`src/logic/ctsm_pkg.sv`:
```
/*
  Constants and types of the tag state machine.
  Assumes a 10 MHz system clock.
*/
`default_nettype none

package ctsm_pkg;

  ////////////////////////////////////////////////////////////////////////////
  // command codes

  localparam logic [7:0] OP_REQA      = 8'h26;
  localparam logic [7:0] OP_WUPA      = 8'h52;
  localparam logic [7:0] OP_HLTA      = 8'h50;
  localparam logic [7:0] OP_SEL_CL1   = 8'h93;
  localparam logic [7:0] OP_SEL_CL2   = 8'h95;
  localparam logic [7:0] NVB_SELECT   = 8'h70;
  localparam logic [7:0] OP_READ_FOUR = 8'h30;
  localparam logic [7:0] OP_READ_TWO  = 8'h31;
  localparam logic [7:0] OP_WRITE_ONE = 8'hA2;
  localparam logic [7:0] OP_WRITE_TWO = 8'hA1;
  localparam logic [7:0] OP_COMPAT_WR = 8'hA0;
  localparam logic [7:0] OP_SET_PWD   = 8'hB1;
  localparam logic [7:0] OP_ACCESS    = 8'hB2;
  localparam logic [7:0] OP_DECREMENT = 8'hD0;

  ////////////////////////////////////////////////////////////////////////////
  // frame lengths in bytes, crc included

  localparam logic [4:0] READ_LEN   = 5'h04;
  localparam logic [4:0] HLTA_LEN   = 5'h04;
  localparam logic [4:0] SEL_LEN    = 5'h09;
  localparam logic [4:0] AC_MIN_LEN = 5'h02;
  localparam logic [4:0] AC_MAX_LEN = 5'h07;

  // block counts returned by the two reads
  localparam logic [2:0] BLOCKS_FOUR = 3'h4;
  localparam logic [2:0] BLOCKS_TWO  = 3'h2;

  ////////////////////////////////////////////////////////////////////////////
  // address limits

  localparam logic [7:0] ADDR_LAST      = 8'h25;
  localparam logic [7:0] ADDR_OPEN_LAST = 8'h0F;

  ////////////////////////////////////////////////////////////////////////////
  // configuration byte fields and reset value

  localparam int         CFG_PWD_EN_BIT = 0;
  localparam int         CFG_RD_PROT_BIT = 1;
  localparam logic [7:0] CFG_RESET       = 8'h00;

  ////////////////////////////////////////////////////////////////////////////
  // timing

  localparam int CLK_PERIOD_NS = 100;
  localparam int STARTUP_US    = 120;
  // least time: round up
  localparam int STARTUP_CYCLES = (STARTUP_US * 1000 + CLK_PERIOD_NS - 1) / CLK_PERIOD_NS;
  localparam int FDT_NS         = 86400;
  localparam int FDT_CYCLES     = (FDT_NS + CLK_PERIOD_NS - 1) / CLK_PERIOD_NS;
  localparam int CNT_W          = 11;

  ////////////////////////////////////////////////////////////////////////////
  // types

  typedef enum logic [2:0] {
    ST_IDLE,
    ST_READY1,
    ST_READY2,
    ST_ACTIVE,
    ST_HALT
  } ctsm_state_t;

  typedef enum logic [2:0] {
    REPLY_ATQA,
    REPLY_UID_CL1,
    REPLY_UID_CL2,
    REPLY_SAK_PART,
    REPLY_SAK_DONE,
    REPLY_READ,
    REPLY_NACK_ZERO,
    REPLY_NACK_ONE
  } ctsm_reply_t;

endpackage : ctsm_pkg

`default_nettype wire

```
`src/logic/ctsm_reply_if.sv`:
```
/*
  Reply request from decoder to frame delay timer, and its timed start.
  Assumes one clock at both ends.
*/
`timescale 1ns/10ps
`default_nettype none

interface ctsm_reply_if;

  logic                 req;
  ctsm_pkg::ctsm_reply_t kind;
  logic                 start;
  ctsm_pkg::ctsm_reply_t start_kind;

  modport ctrl  (output req, kind, input start, start_kind);
  modport timer (input req, kind, output start, start_kind);

endinterface : ctsm_reply_if

`default_nettype wire

```
`src/logic/ctsm_fdt_timer.sv`:
```
/*
  Frame delay timer: starts a requested reply a fixed delay later.
  Assumes the request comes with the frame end strobe.
*/
`timescale 1ns/10ps
`default_nettype none

module ctsm_fdt_timer (
  // clock and synchronised reset
  input  wire logic       clk_i,
  input  wire logic       rstn_i,
  // reply request and timed start
  ctsm_reply_if.timer     rep
);

  logic [ctsm_pkg::CNT_W-1:0] count;
  logic                       pending;

  ////////////////////////////////////////////////////////////////////////////
  // delay count; a newer request restarts it, an older reply is dropped
  always_ff @(posedge clk_i or negedge rstn_i)
  begin
    if (!rstn_i)
    begin
      count   <= '0;
      pending <= 1'b0;
    end
    else if (rep.req)
    begin
      count   <= ctsm_pkg::CNT_W'(ctsm_pkg::FDT_CYCLES - 1);
      pending <= 1'b1;
    end
    else if (pending && count == '0)
    begin
      pending <= 1'b0;
    end
    else if (pending)
    begin
      count <= count - 1'b1;
    end
  end

  ////////////////////////////////////////////////////////////////////////////
  // kind captured with the request, start strobe at the end of the delay
  always_ff @(posedge clk_i or negedge rstn_i)
  begin
    if (!rstn_i)
    begin
      rep.start_kind <= ctsm_pkg::REPLY_ATQA;
    end
    else if (rep.req)
    begin
      rep.start_kind <= rep.kind;
    end
  end

  always_ff @(posedge clk_i or negedge rstn_i)
  begin
    if (!rstn_i)
    begin
      rep.start <= 1'b0;
    end
    else
    begin
      rep.start <= pending && !rep.req && count == '0;
    end
  end

endmodule : ctsm_fdt_timer

`default_nettype wire

```
`src/logic/ctsm_tag.sv`:
```
/*
  Protocol state machine of a contactless memory tag.
  Assumes a front end giving one decoded frame per frame_valid_i pulse
  and a memory unit that runs the memory commands handed to it.
*/
`timescale 1ns/10ps
`default_nettype none

// Overview of operation
// - power-up enters idle.
// - idle: REQA or WUPA to ready1; else silent, stay.
// - proper HLTA in active: halt, no reply.
// - halt: only WUPA wakes to ready1; else silent, stay.
// - ready1 runs level 1; select to ready2, SAK incomplete.
// - ready2 runs level 2; select to active, SAK complete.
// - valid-address read in ready1/ready2 not denied by config goes straight to active.
// - reads in ready states behave, errors too, as in active.
// - other frames in ready states return silently.
// - error return to halt if woken from halt, else idle.
// - memory commands only in active.
// - verified password opens all; else blocks above 0F follow config.
// - config latched on each wake by REQA or WUPA, held until next.
// - replies start one frame delay after the last pause.
// - only valid frames are answered.
// - idle/halt errors silent, stay; ready errors silent, return, except reads, which nack as in active.
// - active bad opcode or length: no reply, return.
// - active parity, coding, crc error: nack_code_one, return.
// - active bad address or other error: nack_code_zero, return.
// - REQA 26h, WUPA 52h, HLTA 50h, select 93h/95h with 70h.
// - read_four_blocks 30h gives 16 bytes, read_two_blocks 31h 8.
// - block addresses 00h to 25h only.

module ctsm_tag (
  // clock and reset
  input  wire logic       clk_i,
  input  wire logic       rstn_i,
  // received frame from the front end
  input  wire logic       frame_valid_i,
  input  wire logic       frame_short_i,
  input  wire logic [4:0] frame_len_i,
  input  wire logic [7:0] frame_op_i,
  input  wire logic [7:0] frame_arg_i,
  input  wire logic       err_parity_i,
  input  wire logic       err_miller_i,
  input  wire logic       err_crc_i,
  input  wire logic       uid_match_i,
  // nonvolatile configuration byte
  input  wire logic [7:0] cfg_nv_i,
  // memory command unit
  input  wire logic       acs_pass_i,
  input  wire logic       acs_fail_i,
  input  wire logic       mem_err_i,
  output logic            mem_cmd_o,
  output logic [7:0]      mem_op_o,
  output logic [7:0]      mem_arg_o,
  output logic            rd_start_o,
  output logic [7:0]      rd_addr_o,
  output logic [2:0]      rd_blocks_o,
  output logic            access_full_o,
  output logic [7:0]      cfg_latched_o,
  // reply to the transmitter
  output logic            reply_start_o,
  output logic [2:0]      reply_kind_o,
  // status
  output logic [2:0]      state_o,
  output logic            from_halt_o
);

  ////////////////////////////////////////////////////////////////////////////
  // helpers

  function automatic logic addr_ok(input logic [7:0] addr);
    addr_ok = addr <= ctsm_pkg::ADDR_LAST;
  endfunction : addr_ok

  function automatic logic is_read(input logic [7:0] op);
    is_read = op == ctsm_pkg::OP_READ_FOUR || op == ctsm_pkg::OP_READ_TWO;
  endfunction : is_read

  function automatic logic is_mem_op(input logic [7:0] op);
    is_mem_op = op == ctsm_pkg::OP_WRITE_ONE || op == ctsm_pkg::OP_WRITE_TWO ||
                op == ctsm_pkg::OP_COMPAT_WR || op == ctsm_pkg::OP_SET_PWD ||
                op == ctsm_pkg::OP_ACCESS || op == ctsm_pkg::OP_DECREMENT;
  endfunction : is_mem_op

  ////////////////////////////////////////////////////////////////////////////
  // declarations

  logic                  rst_q1;
  logic                  rst_q2;
  logic                  rstn;
  ctsm_pkg::ctsm_state_t state;
  ctsm_pkg::ctsm_state_t next_state;
  logic                  from_halt;
  logic                  verified;
  logic [7:0]            cfg;
  logic [ctsm_pkg::CNT_W-1:0] startup_cnt;
  logic                  started;
  logic                  frame_err;
  logic                  read_denied;
  logic                  ret_req;
  logic                  wake;
  logic                  rep_req;
  ctsm_pkg::ctsm_reply_t rep_kind;
  logic                  rd_go;
  logic                  mem_go;
  ctsm_pkg::ctsm_state_t ret_state;
  logic                  sel_hdr;

  ctsm_reply_if rep ();

  ////////////////////////////////////////////////////////////////////////////
  // reset release through two flops; assertion stays asynchronous
  always_ff @(posedge clk_i or negedge rstn_i)
  begin
    if (!rstn_i)
    begin
      rst_q1 <= 1'b0;
      rst_q2 <= 1'b0;
    end
    else
    begin
      rst_q1 <= 1'b1;
      rst_q2 <= rst_q1;
    end
  end

  assign rstn = rst_q2;

  ////////////////////////////////////////////////////////////////////////////
  // start-up guard: frames before it elapses are simply dropped, which is
  // one legal outcome of the reader breaking its wait
  always_ff @(posedge clk_i or negedge rstn)
  begin
    if (!rstn)
    begin
      startup_cnt <= '0;
    end
    else if (!started)
    begin
      startup_cnt <= startup_cnt + 1'b1;
    end
  end

  assign started = startup_cnt == ctsm_pkg::CNT_W'(ctsm_pkg::STARTUP_CYCLES);

  ////////////////////////////////////////////////////////////////////////////
  // frame qualification
  assign frame_err   = err_parity_i || err_miller_i || err_crc_i;
  assign ret_state   = from_halt ? ctsm_pkg::ST_HALT : ctsm_pkg::ST_IDLE;
  // only blocks above the open area are gated by the latched rights
  assign read_denied = frame_arg_i > ctsm_pkg::ADDR_OPEN_LAST &&
                       cfg[ctsm_pkg::CFG_PWD_EN_BIT] &&
                       cfg[ctsm_pkg::CFG_RD_PROT_BIT] && !verified;
  // clean select or anticollision header of this cascade level
  assign sel_hdr     = !frame_err && !frame_short_i && uid_match_i &&
                       frame_op_i == (state == ctsm_pkg::ST_READY1 ?
                                      ctsm_pkg::OP_SEL_CL1 : ctsm_pkg::OP_SEL_CL2);

  ////////////////////////////////////////////////////////////////////////////
  // command decoder, one frame per pulse
  always_comb
  begin
    next_state = state;
    ret_req    = 1'b0;
    wake       = 1'b0;
    rep_req    = 1'b0;
    rep_kind   = ctsm_pkg::REPLY_ATQA;
    rd_go      = 1'b0;
    mem_go     = 1'b0;
    if (frame_valid_i && started)
    begin
      if (state != ctsm_pkg::ST_IDLE && state != ctsm_pkg::ST_HALT &&
          !frame_short_i && is_read(frame_op_i))
      begin
        // reads share one path in ready and active states
        if (frame_err)
        begin
          rep_req  = 1'b1;
          rep_kind = ctsm_pkg::REPLY_NACK_ONE;
          ret_req  = 1'b1;
        end
        else if (frame_len_i != ctsm_pkg::READ_LEN)
        begin
          ret_req = 1'b1;
        end
        else if (!addr_ok(frame_arg_i) || read_denied)
        begin
          rep_req  = 1'b1;
          rep_kind = ctsm_pkg::REPLY_NACK_ZERO;
          ret_req  = 1'b1;
        end
        else
        begin
          next_state = ctsm_pkg::ST_ACTIVE;
          rd_go      = 1'b1;
          rep_req    = 1'b1;
          rep_kind   = ctsm_pkg::REPLY_READ;
        end
      end
      else
      begin
        unique case (state)
          ctsm_pkg::ST_IDLE,
          ctsm_pkg::ST_HALT:
          begin
            // bad frames and other opcodes leave the state alone
            if (!frame_err && frame_short_i &&
                (frame_op_i == ctsm_pkg::OP_WUPA ||
                 (frame_op_i == ctsm_pkg::OP_REQA && state == ctsm_pkg::ST_IDLE)))
            begin
              next_state = ctsm_pkg::ST_READY1;
              wake       = 1'b1;
              rep_req    = 1'b1;
              rep_kind   = ctsm_pkg::REPLY_ATQA;
            end
          end
          ctsm_pkg::ST_READY1,
          ctsm_pkg::ST_READY2:
          begin
            if (sel_hdr && frame_arg_i == ctsm_pkg::NVB_SELECT &&
                frame_len_i == ctsm_pkg::SEL_LEN)
            begin
              rep_req = 1'b1;
              if (state == ctsm_pkg::ST_READY1)
              begin
                next_state = ctsm_pkg::ST_READY2;
                rep_kind   = ctsm_pkg::REPLY_SAK_PART;
              end
              else
              begin
                next_state = ctsm_pkg::ST_ACTIVE;
                rep_kind   = ctsm_pkg::REPLY_SAK_DONE;
              end
            end
            else if (sel_hdr && frame_arg_i != ctsm_pkg::NVB_SELECT &&
                     frame_len_i >= ctsm_pkg::AC_MIN_LEN &&
                     frame_len_i <= ctsm_pkg::AC_MAX_LEN)
            begin
              // anticollision: answer the remaining uid bits, stay
              rep_req  = 1'b1;
              rep_kind = state == ctsm_pkg::ST_READY1 ?
                         ctsm_pkg::REPLY_UID_CL1 : ctsm_pkg::REPLY_UID_CL2;
            end
            else
            begin
              ret_req = 1'b1;
            end
          end
          ctsm_pkg::ST_ACTIVE:
          begin
            if (frame_short_i)
            begin
              ret_req = 1'b1;
            end
            else if (frame_err && (frame_op_i == ctsm_pkg::OP_HLTA || is_mem_op(frame_op_i)))
            begin
              rep_req  = 1'b1;
              rep_kind = ctsm_pkg::REPLY_NACK_ONE;
              ret_req  = 1'b1;
            end
            else if (frame_op_i == ctsm_pkg::OP_HLTA)
            begin
              if (frame_len_i != ctsm_pkg::HLTA_LEN)
              begin
                ret_req = 1'b1;
              end
              else if (!addr_ok(frame_arg_i))
              begin
                rep_req  = 1'b1;
                rep_kind = ctsm_pkg::REPLY_NACK_ZERO;
                ret_req  = 1'b1;
              end
              else
              begin
                next_state = ctsm_pkg::ST_HALT;
              end
            end
            else if (is_mem_op(frame_op_i))
            begin
              mem_go = 1'b1;
            end
            else
            begin
              ret_req = 1'b1;
            end
          end
        endcase
      end
      if (ret_req)
      begin
        next_state = ret_state;
      end
    end
    else if (mem_err_i && state == ctsm_pkg::ST_ACTIVE)
    begin
      rep_req    = 1'b1;
      rep_kind   = ctsm_pkg::REPLY_NACK_ZERO;
      next_state = ret_state;
    end
  end

  ////////////////////////////////////////////////////////////////////////////
  // state register
  always_ff @(posedge clk_i or negedge rstn)
  begin
    if (!rstn)
    begin
      state <= ctsm_pkg::ST_IDLE;
    end
    else
    begin
      state <= next_state;
    end
  end

  ////////////////////////////////////////////////////////////////////////////
  // session origin flag, taken at each wake-up
  always_ff @(posedge clk_i or negedge rstn)
  begin
    if (!rstn)
    begin
      from_halt <= 1'b0;
    end
    else if (wake)
    begin
      from_halt <= state == ctsm_pkg::ST_HALT;
    end
  end

  ////////////////////////////////////////////////////////////////////////////
  // configuration latch: eeprom rewrites mid-session have no effect
  always_ff @(posedge clk_i or negedge rstn)
  begin
    if (!rstn)
    begin
      cfg <= ctsm_pkg::CFG_RESET;
    end
    else if (wake)
    begin
      cfg <= cfg_nv_i;
    end
  end

  ////////////////////////////////////////////////////////////////////////////
  // password verification; a pass in the cycle of a clear still counts
  always_ff @(posedge clk_i or negedge rstn)
  begin
    if (!rstn)
    begin
      verified <= 1'b0;
    end
    else if (acs_pass_i && state == ctsm_pkg::ST_ACTIVE)
    begin
      verified <= 1'b1;
    end
    else if (acs_fail_i || state != ctsm_pkg::ST_ACTIVE)
    begin
      verified <= 1'b0;
    end
  end

  ////////////////////////////////////////////////////////////////////////////
  // memory side strobes and data
  always_ff @(posedge clk_i or negedge rstn)
  begin
    if (!rstn)
    begin
      mem_cmd_o   <= 1'b0;
      rd_start_o  <= 1'b0;
      mem_op_o    <= 8'h00;
      mem_arg_o   <= 8'h00;
      rd_addr_o   <= 8'h00;
      rd_blocks_o <= 3'h0;
    end
    else
    begin
      mem_cmd_o  <= mem_go;
      rd_start_o <= rd_go;
      if (mem_go || rd_go)
      begin
        mem_op_o  <= frame_op_i;
        mem_arg_o <= frame_arg_i;
      end
      if (rd_go)
      begin
        rd_addr_o   <= frame_arg_i;
        rd_blocks_o <= frame_op_i == ctsm_pkg::OP_READ_FOUR ?
                       ctsm_pkg::BLOCKS_FOUR : ctsm_pkg::BLOCKS_TWO;
      end
    end
  end

  ////////////////////////////////////////////////////////////////////////////
  // reply timing: every answer goes through the frame delay timer
  assign rep.req  = rep_req;
  assign rep.kind = rep_kind;

  ctsm_fdt_timer u_fdt (
    .clk_i  (clk_i),
    .rstn_i (rstn),
    .rep    (rep.timer)
  );

  ////////////////////////////////////////////////////////////////////////////
  // outputs
  assign reply_start_o = rep.start;
  assign reply_kind_o  = rep.start_kind;
  assign state_o       = state;
  assign from_halt_o   = from_halt;
  assign cfg_latched_o = cfg;
  assign access_full_o = verified || !cfg[ctsm_pkg::CFG_PWD_EN_BIT];

endmodule : ctsm_tag

`default_nettype wire

```
`config.mk`:
```
export PLATFORM = sky130hd
export DESIGN_NAME = ctsm_tag
export DESIGN_NICKNAME = d
export VERILOG_FILES = /design/src/logic/ctsm_pkg.sv /design/src/logic/ctsm_reply_if.sv /design/src/logic/ctsm_fdt_timer.sv /design/src/logic/ctsm_tag.sv
export SDC_FILE = /design/constraint.sdc
export NUM_CORES = 1
export LEC_CHECK = 0
export BUFFER_PORTS_ARGS = -buffer_cell sky130_fd_sc_hd__buf_4
export CAP_MARGIN = 20
export CORE_MARGIN = 3
export CORE_UTILIZATION = 40
export CTS_CLUSTER_SIZE = 24
export DETAILED_ROUTE_END_ITERATION = 16
export PLACE_DENSITY = 0.68
export SLEW_MARGIN = 15
export SYNTH_ARGS = -nofsm -noshare
export SYNTH_HDL_FRONTEND = slang
export SYNTH_SLANG_ARGS = --single-unit
```
`constraint.sdc`:
```
create_clock -name clk_i -period 2.14 [get_ports clk_i]
set_clock_uncertainty 0.15 [all_clocks]
set_input_delay 0.428 -clock clk_i [delete_from_list [all_inputs] [get_ports clk_i]]
set_output_delay 0.428 -clock clk_i [all_outputs]
set_load 0.05 [all_outputs]
```
==> results.md <==
Outcome:
- The final reports fail on setup timing.
- The flow ran to the end, but the final reports show violations.

Final layout:
- The layout-stage area growth over the synthesis result is 60.9%.
- The total number of nets in the final design is 587.
- The core occupancy in the finished layout is 66.4%.
- In the final layout, the share of cells above drive strength 1 is between 50 and 60%.
- With fillers left out, the area of the finished cells amounts to 0.00582 sq mm.
- The number of antenna cells inserted is 0.

STA:
- The number of max-slew violations in the final report is 0.
- The total count of hold-check failures in the final report is 0.
- The minimum period implied by the final worst setup slack is approximately 2.7 ns.
- The maximum clock frequency is between 300 and 400 MHz.
- The worst slew margin relative to its limit is a little under three fifths.
- At the pin with the least slew margin, the transition time is about 0.66 ns.
- Setup violations remaining at the end of the flow were counted as 56.
- The accumulated negative setup slack is -20.21 ns.
- The worst path setup slack after routing is -0.520 ns.
- The final critical path takes up 124% of the cycle.
- Setup repair after global routing could not meet its margin everywhere.

Clock network:
- The number of buffers on the longest clock path is 2.
- The post-CTS clock slew at the launch and capture registers of the worst setup and hold paths is 0.08 ns.
- The H-tree generated during clock tree synthesis spans 3 levels.
- The total clock sinks is 70.
- Clock tree synthesis selected as its root buffer the cell sky130_fd_sc_hd__clkbuf_8.
- The source-to-sink clock delay at the later pin of the worst-skew pair is around 0.35 ns.
- TritonCTS built the clock tree.
- The number of buffers added by the clock tree synthesis step is 9.

Worst setup path:
- STA classifies the critical path endpoint as a register.
- The maximum fanout along the worst path is 5.
- The worst endpoint required time is about 2.3 ns.
- Data arrives at the worst endpoint at about 2.8 ns.
- The depth of the most critical reg-to-reg path is 11.
- The kind of start point of the critical path is a register.
- The class of the most critical setup path is register to register.

Placement:
- In this run the tool buffered the top-level ports with 84 buffer cells.
- The post-place instance area is around 0.0052 sq mm.
- At the end of routability-driven placement, the weighted congestion stood at a little under 0.9.
- The estimated wirelength of the detail-placed design is 7530 um.

Synthesis:
- The most common cell in the netlist is sky130_fd_sc_hd__dfrtp_1.
- After synthesis, the share of flip-flops with an asynchronous set or reset is 100%.
- The most used flip-flop cell after synthesis is sky130_fd_sc_hd__dfrtp_1.
- The area share of the largest cell type after synthesis is roughly 48%.
- Yosys printed 0 warnings.
- Sorting the synthesized cells by how often they occur yields sky130_fd_sc_hd__dfrtp_1, sky130_fd_sc_hd__nand2_1, sky130_fd_sc_hd__nor2_1.
- By area the synthesized netlist is led by sky130_fd_sc_hd__dfrtp_1, sky130_fd_sc_hd__mux2_2, sky130_fd_sc_hd__nand2_1.
- The cell area after synthesis is about 0.0036 sq mm.
- The total nets after synthesis is 381.
- The post-synthesis cell type with the largest combined area is sky130_fd_sc_hd__dfrtp_1.
- The number of unique standard cell types used by synthesis is 67.
- The synthesized design contains 70 register bits.
- Sequential elements use approximately half of the synthesized area.
- The synthesized design contains 0 enable-type register cells.
- The average cell area after synthesis is approximately 11 sq um.
- The cell count after synthesis came out at 338.

Power:
- VDD sags by at most about 0.00030 V.
- In this run the static leakage power is a little under 3 nW.
- The total chip power is around 2.7 mW.
- The areal power density over the cells is 472 mW/mm^2.

GRT:
- Entering global routing, the biggest net connects 69 pins.
- The wire length of the first global-routing pass is 16,900 um.
- The number of global-route vias before repair is roughly 3,500.
- Global routing consumed, over all layers together, 20.9% of the routing resources.
- The number of antenna violations at the first check in global routing is 0.
- For this run the aggregate overflow at the end of global routing stands at 0.

Routing:
- The DRC violations left is 0.
- The first-pass detailed-route iteration total is 4.
- Summed over all layers, the routed wires come to between 10,000 and 15,000 um.
- Using the TritonRoute via totals, the vias-per-cell ratio works out to about 5.2.
- The initial DRC count is between 150 and 200.
- In this run the remaining antenna-violating nets after routing total 0.
- The routed layout has 3,397 vias.
- Dividing the detail-routed wire length by the instance count gives around 16 um.

Floorplanning:
- The number of rows in the core area is 34.
- The floorplan step defined a die boundary enclosing between 0.01 and 0.015 sq mm.
- The I/O pin total is 86.
- The horizontal die dimension is ~100 um.
- The floorplan step defined a core boundary enclosing a little under 0.009 sq mm.
- The chip height is 101 um.
- The initial core utilization is between 40% and 50%.

Hold path:
- The kind of path behind the tightest hold check is register to async pin.

Run:
- The tool flagged a number of max-cap violations equal to 0.
-- area by class of cell --
type / instances / area, sq um
flip-flops and latches: 70 / 1750
multi-input cells: 248 / 2040
repair buffers: 200 / 1610
clock inverters: 6 / 93.8
clock buffers: 10 / 128
fillers: 688 / 2940
inverters: 15 / 56.3
well taps: 108 / 135
-- worst max-delay path, cell delays in order (launching register included) --
cell and delay, ns:
sky130_fd_sc_hd__dfrtp_1 0.39, sky130_fd_sc_hd__inv_2 0.08, sky130_fd_sc_hd__ha_4 0.13, sky130_fd_sc_hd__or4bb_4 0.46, sky130_fd_sc_hd__buf_6 0.13, sky130_fd_sc_hd__nor4_4 0.15, sky130_fd_sc_hd__buf_6 0.18, sky130_fd_sc_hd__nand2_4 0.05
sky130_fd_sc_hd__o221a_1 0.27, sky130_fd_sc_hd__o21a_2 0.26, sky130_fd_sc_hd__a211o_1 0.28, sky130_fd_sc_hd__o21ai_2 0.05
-- worst paths after layout --
| check | endpoint | start | slack [ns] |
|---|---|---|---|
| worst max-delay path | state_o[0] | startup_cnt[1] | -0.52 |
| worst min-delay path | startup_cnt[9] | rst_q2 | 0.14 |
| worst max register to register | state_o[0] | startup_cnt[1] | -0.52 |
| worst min register to register | startup_cnt[9] | rst_q2 | 0.14 |
| max in group asynchronous | mem_op_o[3] | rst_q2 | 1.43 |
| min in group clk_i | verified | acs_pass_i | 0.14 |
-- cells by family after synthesis --
| logic type | count (synthesis) | share of synthesized area [%] |
|---|---|---|
| DFF | 70 | 48.4 |
| and+or+nand+nor | 148 | 23.7 |
| muxes | 25 | 8.51 |
| adders and majority gates | 3 | 1.04 |
| AOI/OAI and AO/OA | 51 | 11.1 |
| xor gates and xnor gates | 17 | 4.12 |
| buffers and inverters | 22 | 2.87 |
| other | 2 | 0.208 |
-- cells in the final DEF, fill, tap and decap left out, types with 8 or more instances in the layout --
cell,count
sky130_fd_sc_hd__dfrtp_1,69
sky130_fd_sc_hd__buf_6,14
sky130_fd_sc_hd__clkbuf_8,9
sky130_fd_sc_hd__nand2_1,35
sky130_fd_sc_hd__mux2_2,11
sky130_fd_sc_hd__nor2_1,18
sky130_fd_sc_hd__buf_4,181
sky130_fd_sc_hd__mux2_4,11
sky130_fd_sc_hd__inv_1,14
sky130_fd_sc_hd__nand3_1,8
sky130_fd_sc_hd__xnor2_1,12
-- flip-flops by register name, indices dropped and copies added (netlist names) --
name / cells
rst_q1: 1
rd_blocks_o: 2
mem_cmd_o: 1
u_fdt.count: 11
cfg_latched_o: 8
state_o: 3
rd_addr_o: 8
u_fdt.pending: 1
rd_start_o: 1
verified: 1
from_halt_o: 1
startup_cnt: 11
mem_arg_o: 8
rst_q2: 1
u_fdt.rep.start: 1
mem_op_o: 8
u_fdt.rep.start_kind: 3
-- metal layers --
| metal | vias to the layer above | GRT usage, % | share of wire, % |
|---|---|---|---|
| li1 | 1633 | - | - |
| met1 | 1651 | 25.8 | 41 |
| met2 | 96 | 35.9 | 52 |
| met3 | 17 | 4.57 | 4.8 |
| met4 | 0 | 7.36 | 1.6 |
| met5 | - | 0 | 0 |
-- where the power goes --
| part | leakage [nW] | internal, mW | switching [mW] | total, mW |
|---|---|---|---|---|
| clock | 0.107 | 0.665 | 0.534 | 1.20 |
| sequential | 0.909 | 1.32 | 0.00170 | 1.33 |
| combinational | 1.91 | 0.117 | 0.105 | 0.222 |
-- timing repair --
action / 4_1_cts / 5_1_grt
pin swaps: 29 / 9
cloned: 2 / 1
resized for setup: 41 / 14
hold buffers: 1 / 0
endpoints found under the setup margin: 56 / 56
buffers inserted: 9 / 6
hold endpoints to repair: 2 / 0
-- stage by stage --
| stage | setup slack (ns) | std cells | hold slack [ns] |
|---|---|---|---|
| global placement | -0.688 | 626 | 0.0613 |
| finish | -0.520 | 657 | 0.136 |
| floorplan | -0.584 | 338 | -0.0176 |
| global route | -0.575 | 657 | 0.145 |
| detailed placement | -0.733 | 626 | 0.0622 |
| CTS | -0.478 | 652 | 0.132 |
No activity file was read; power rests on OpenSTA's default activity.
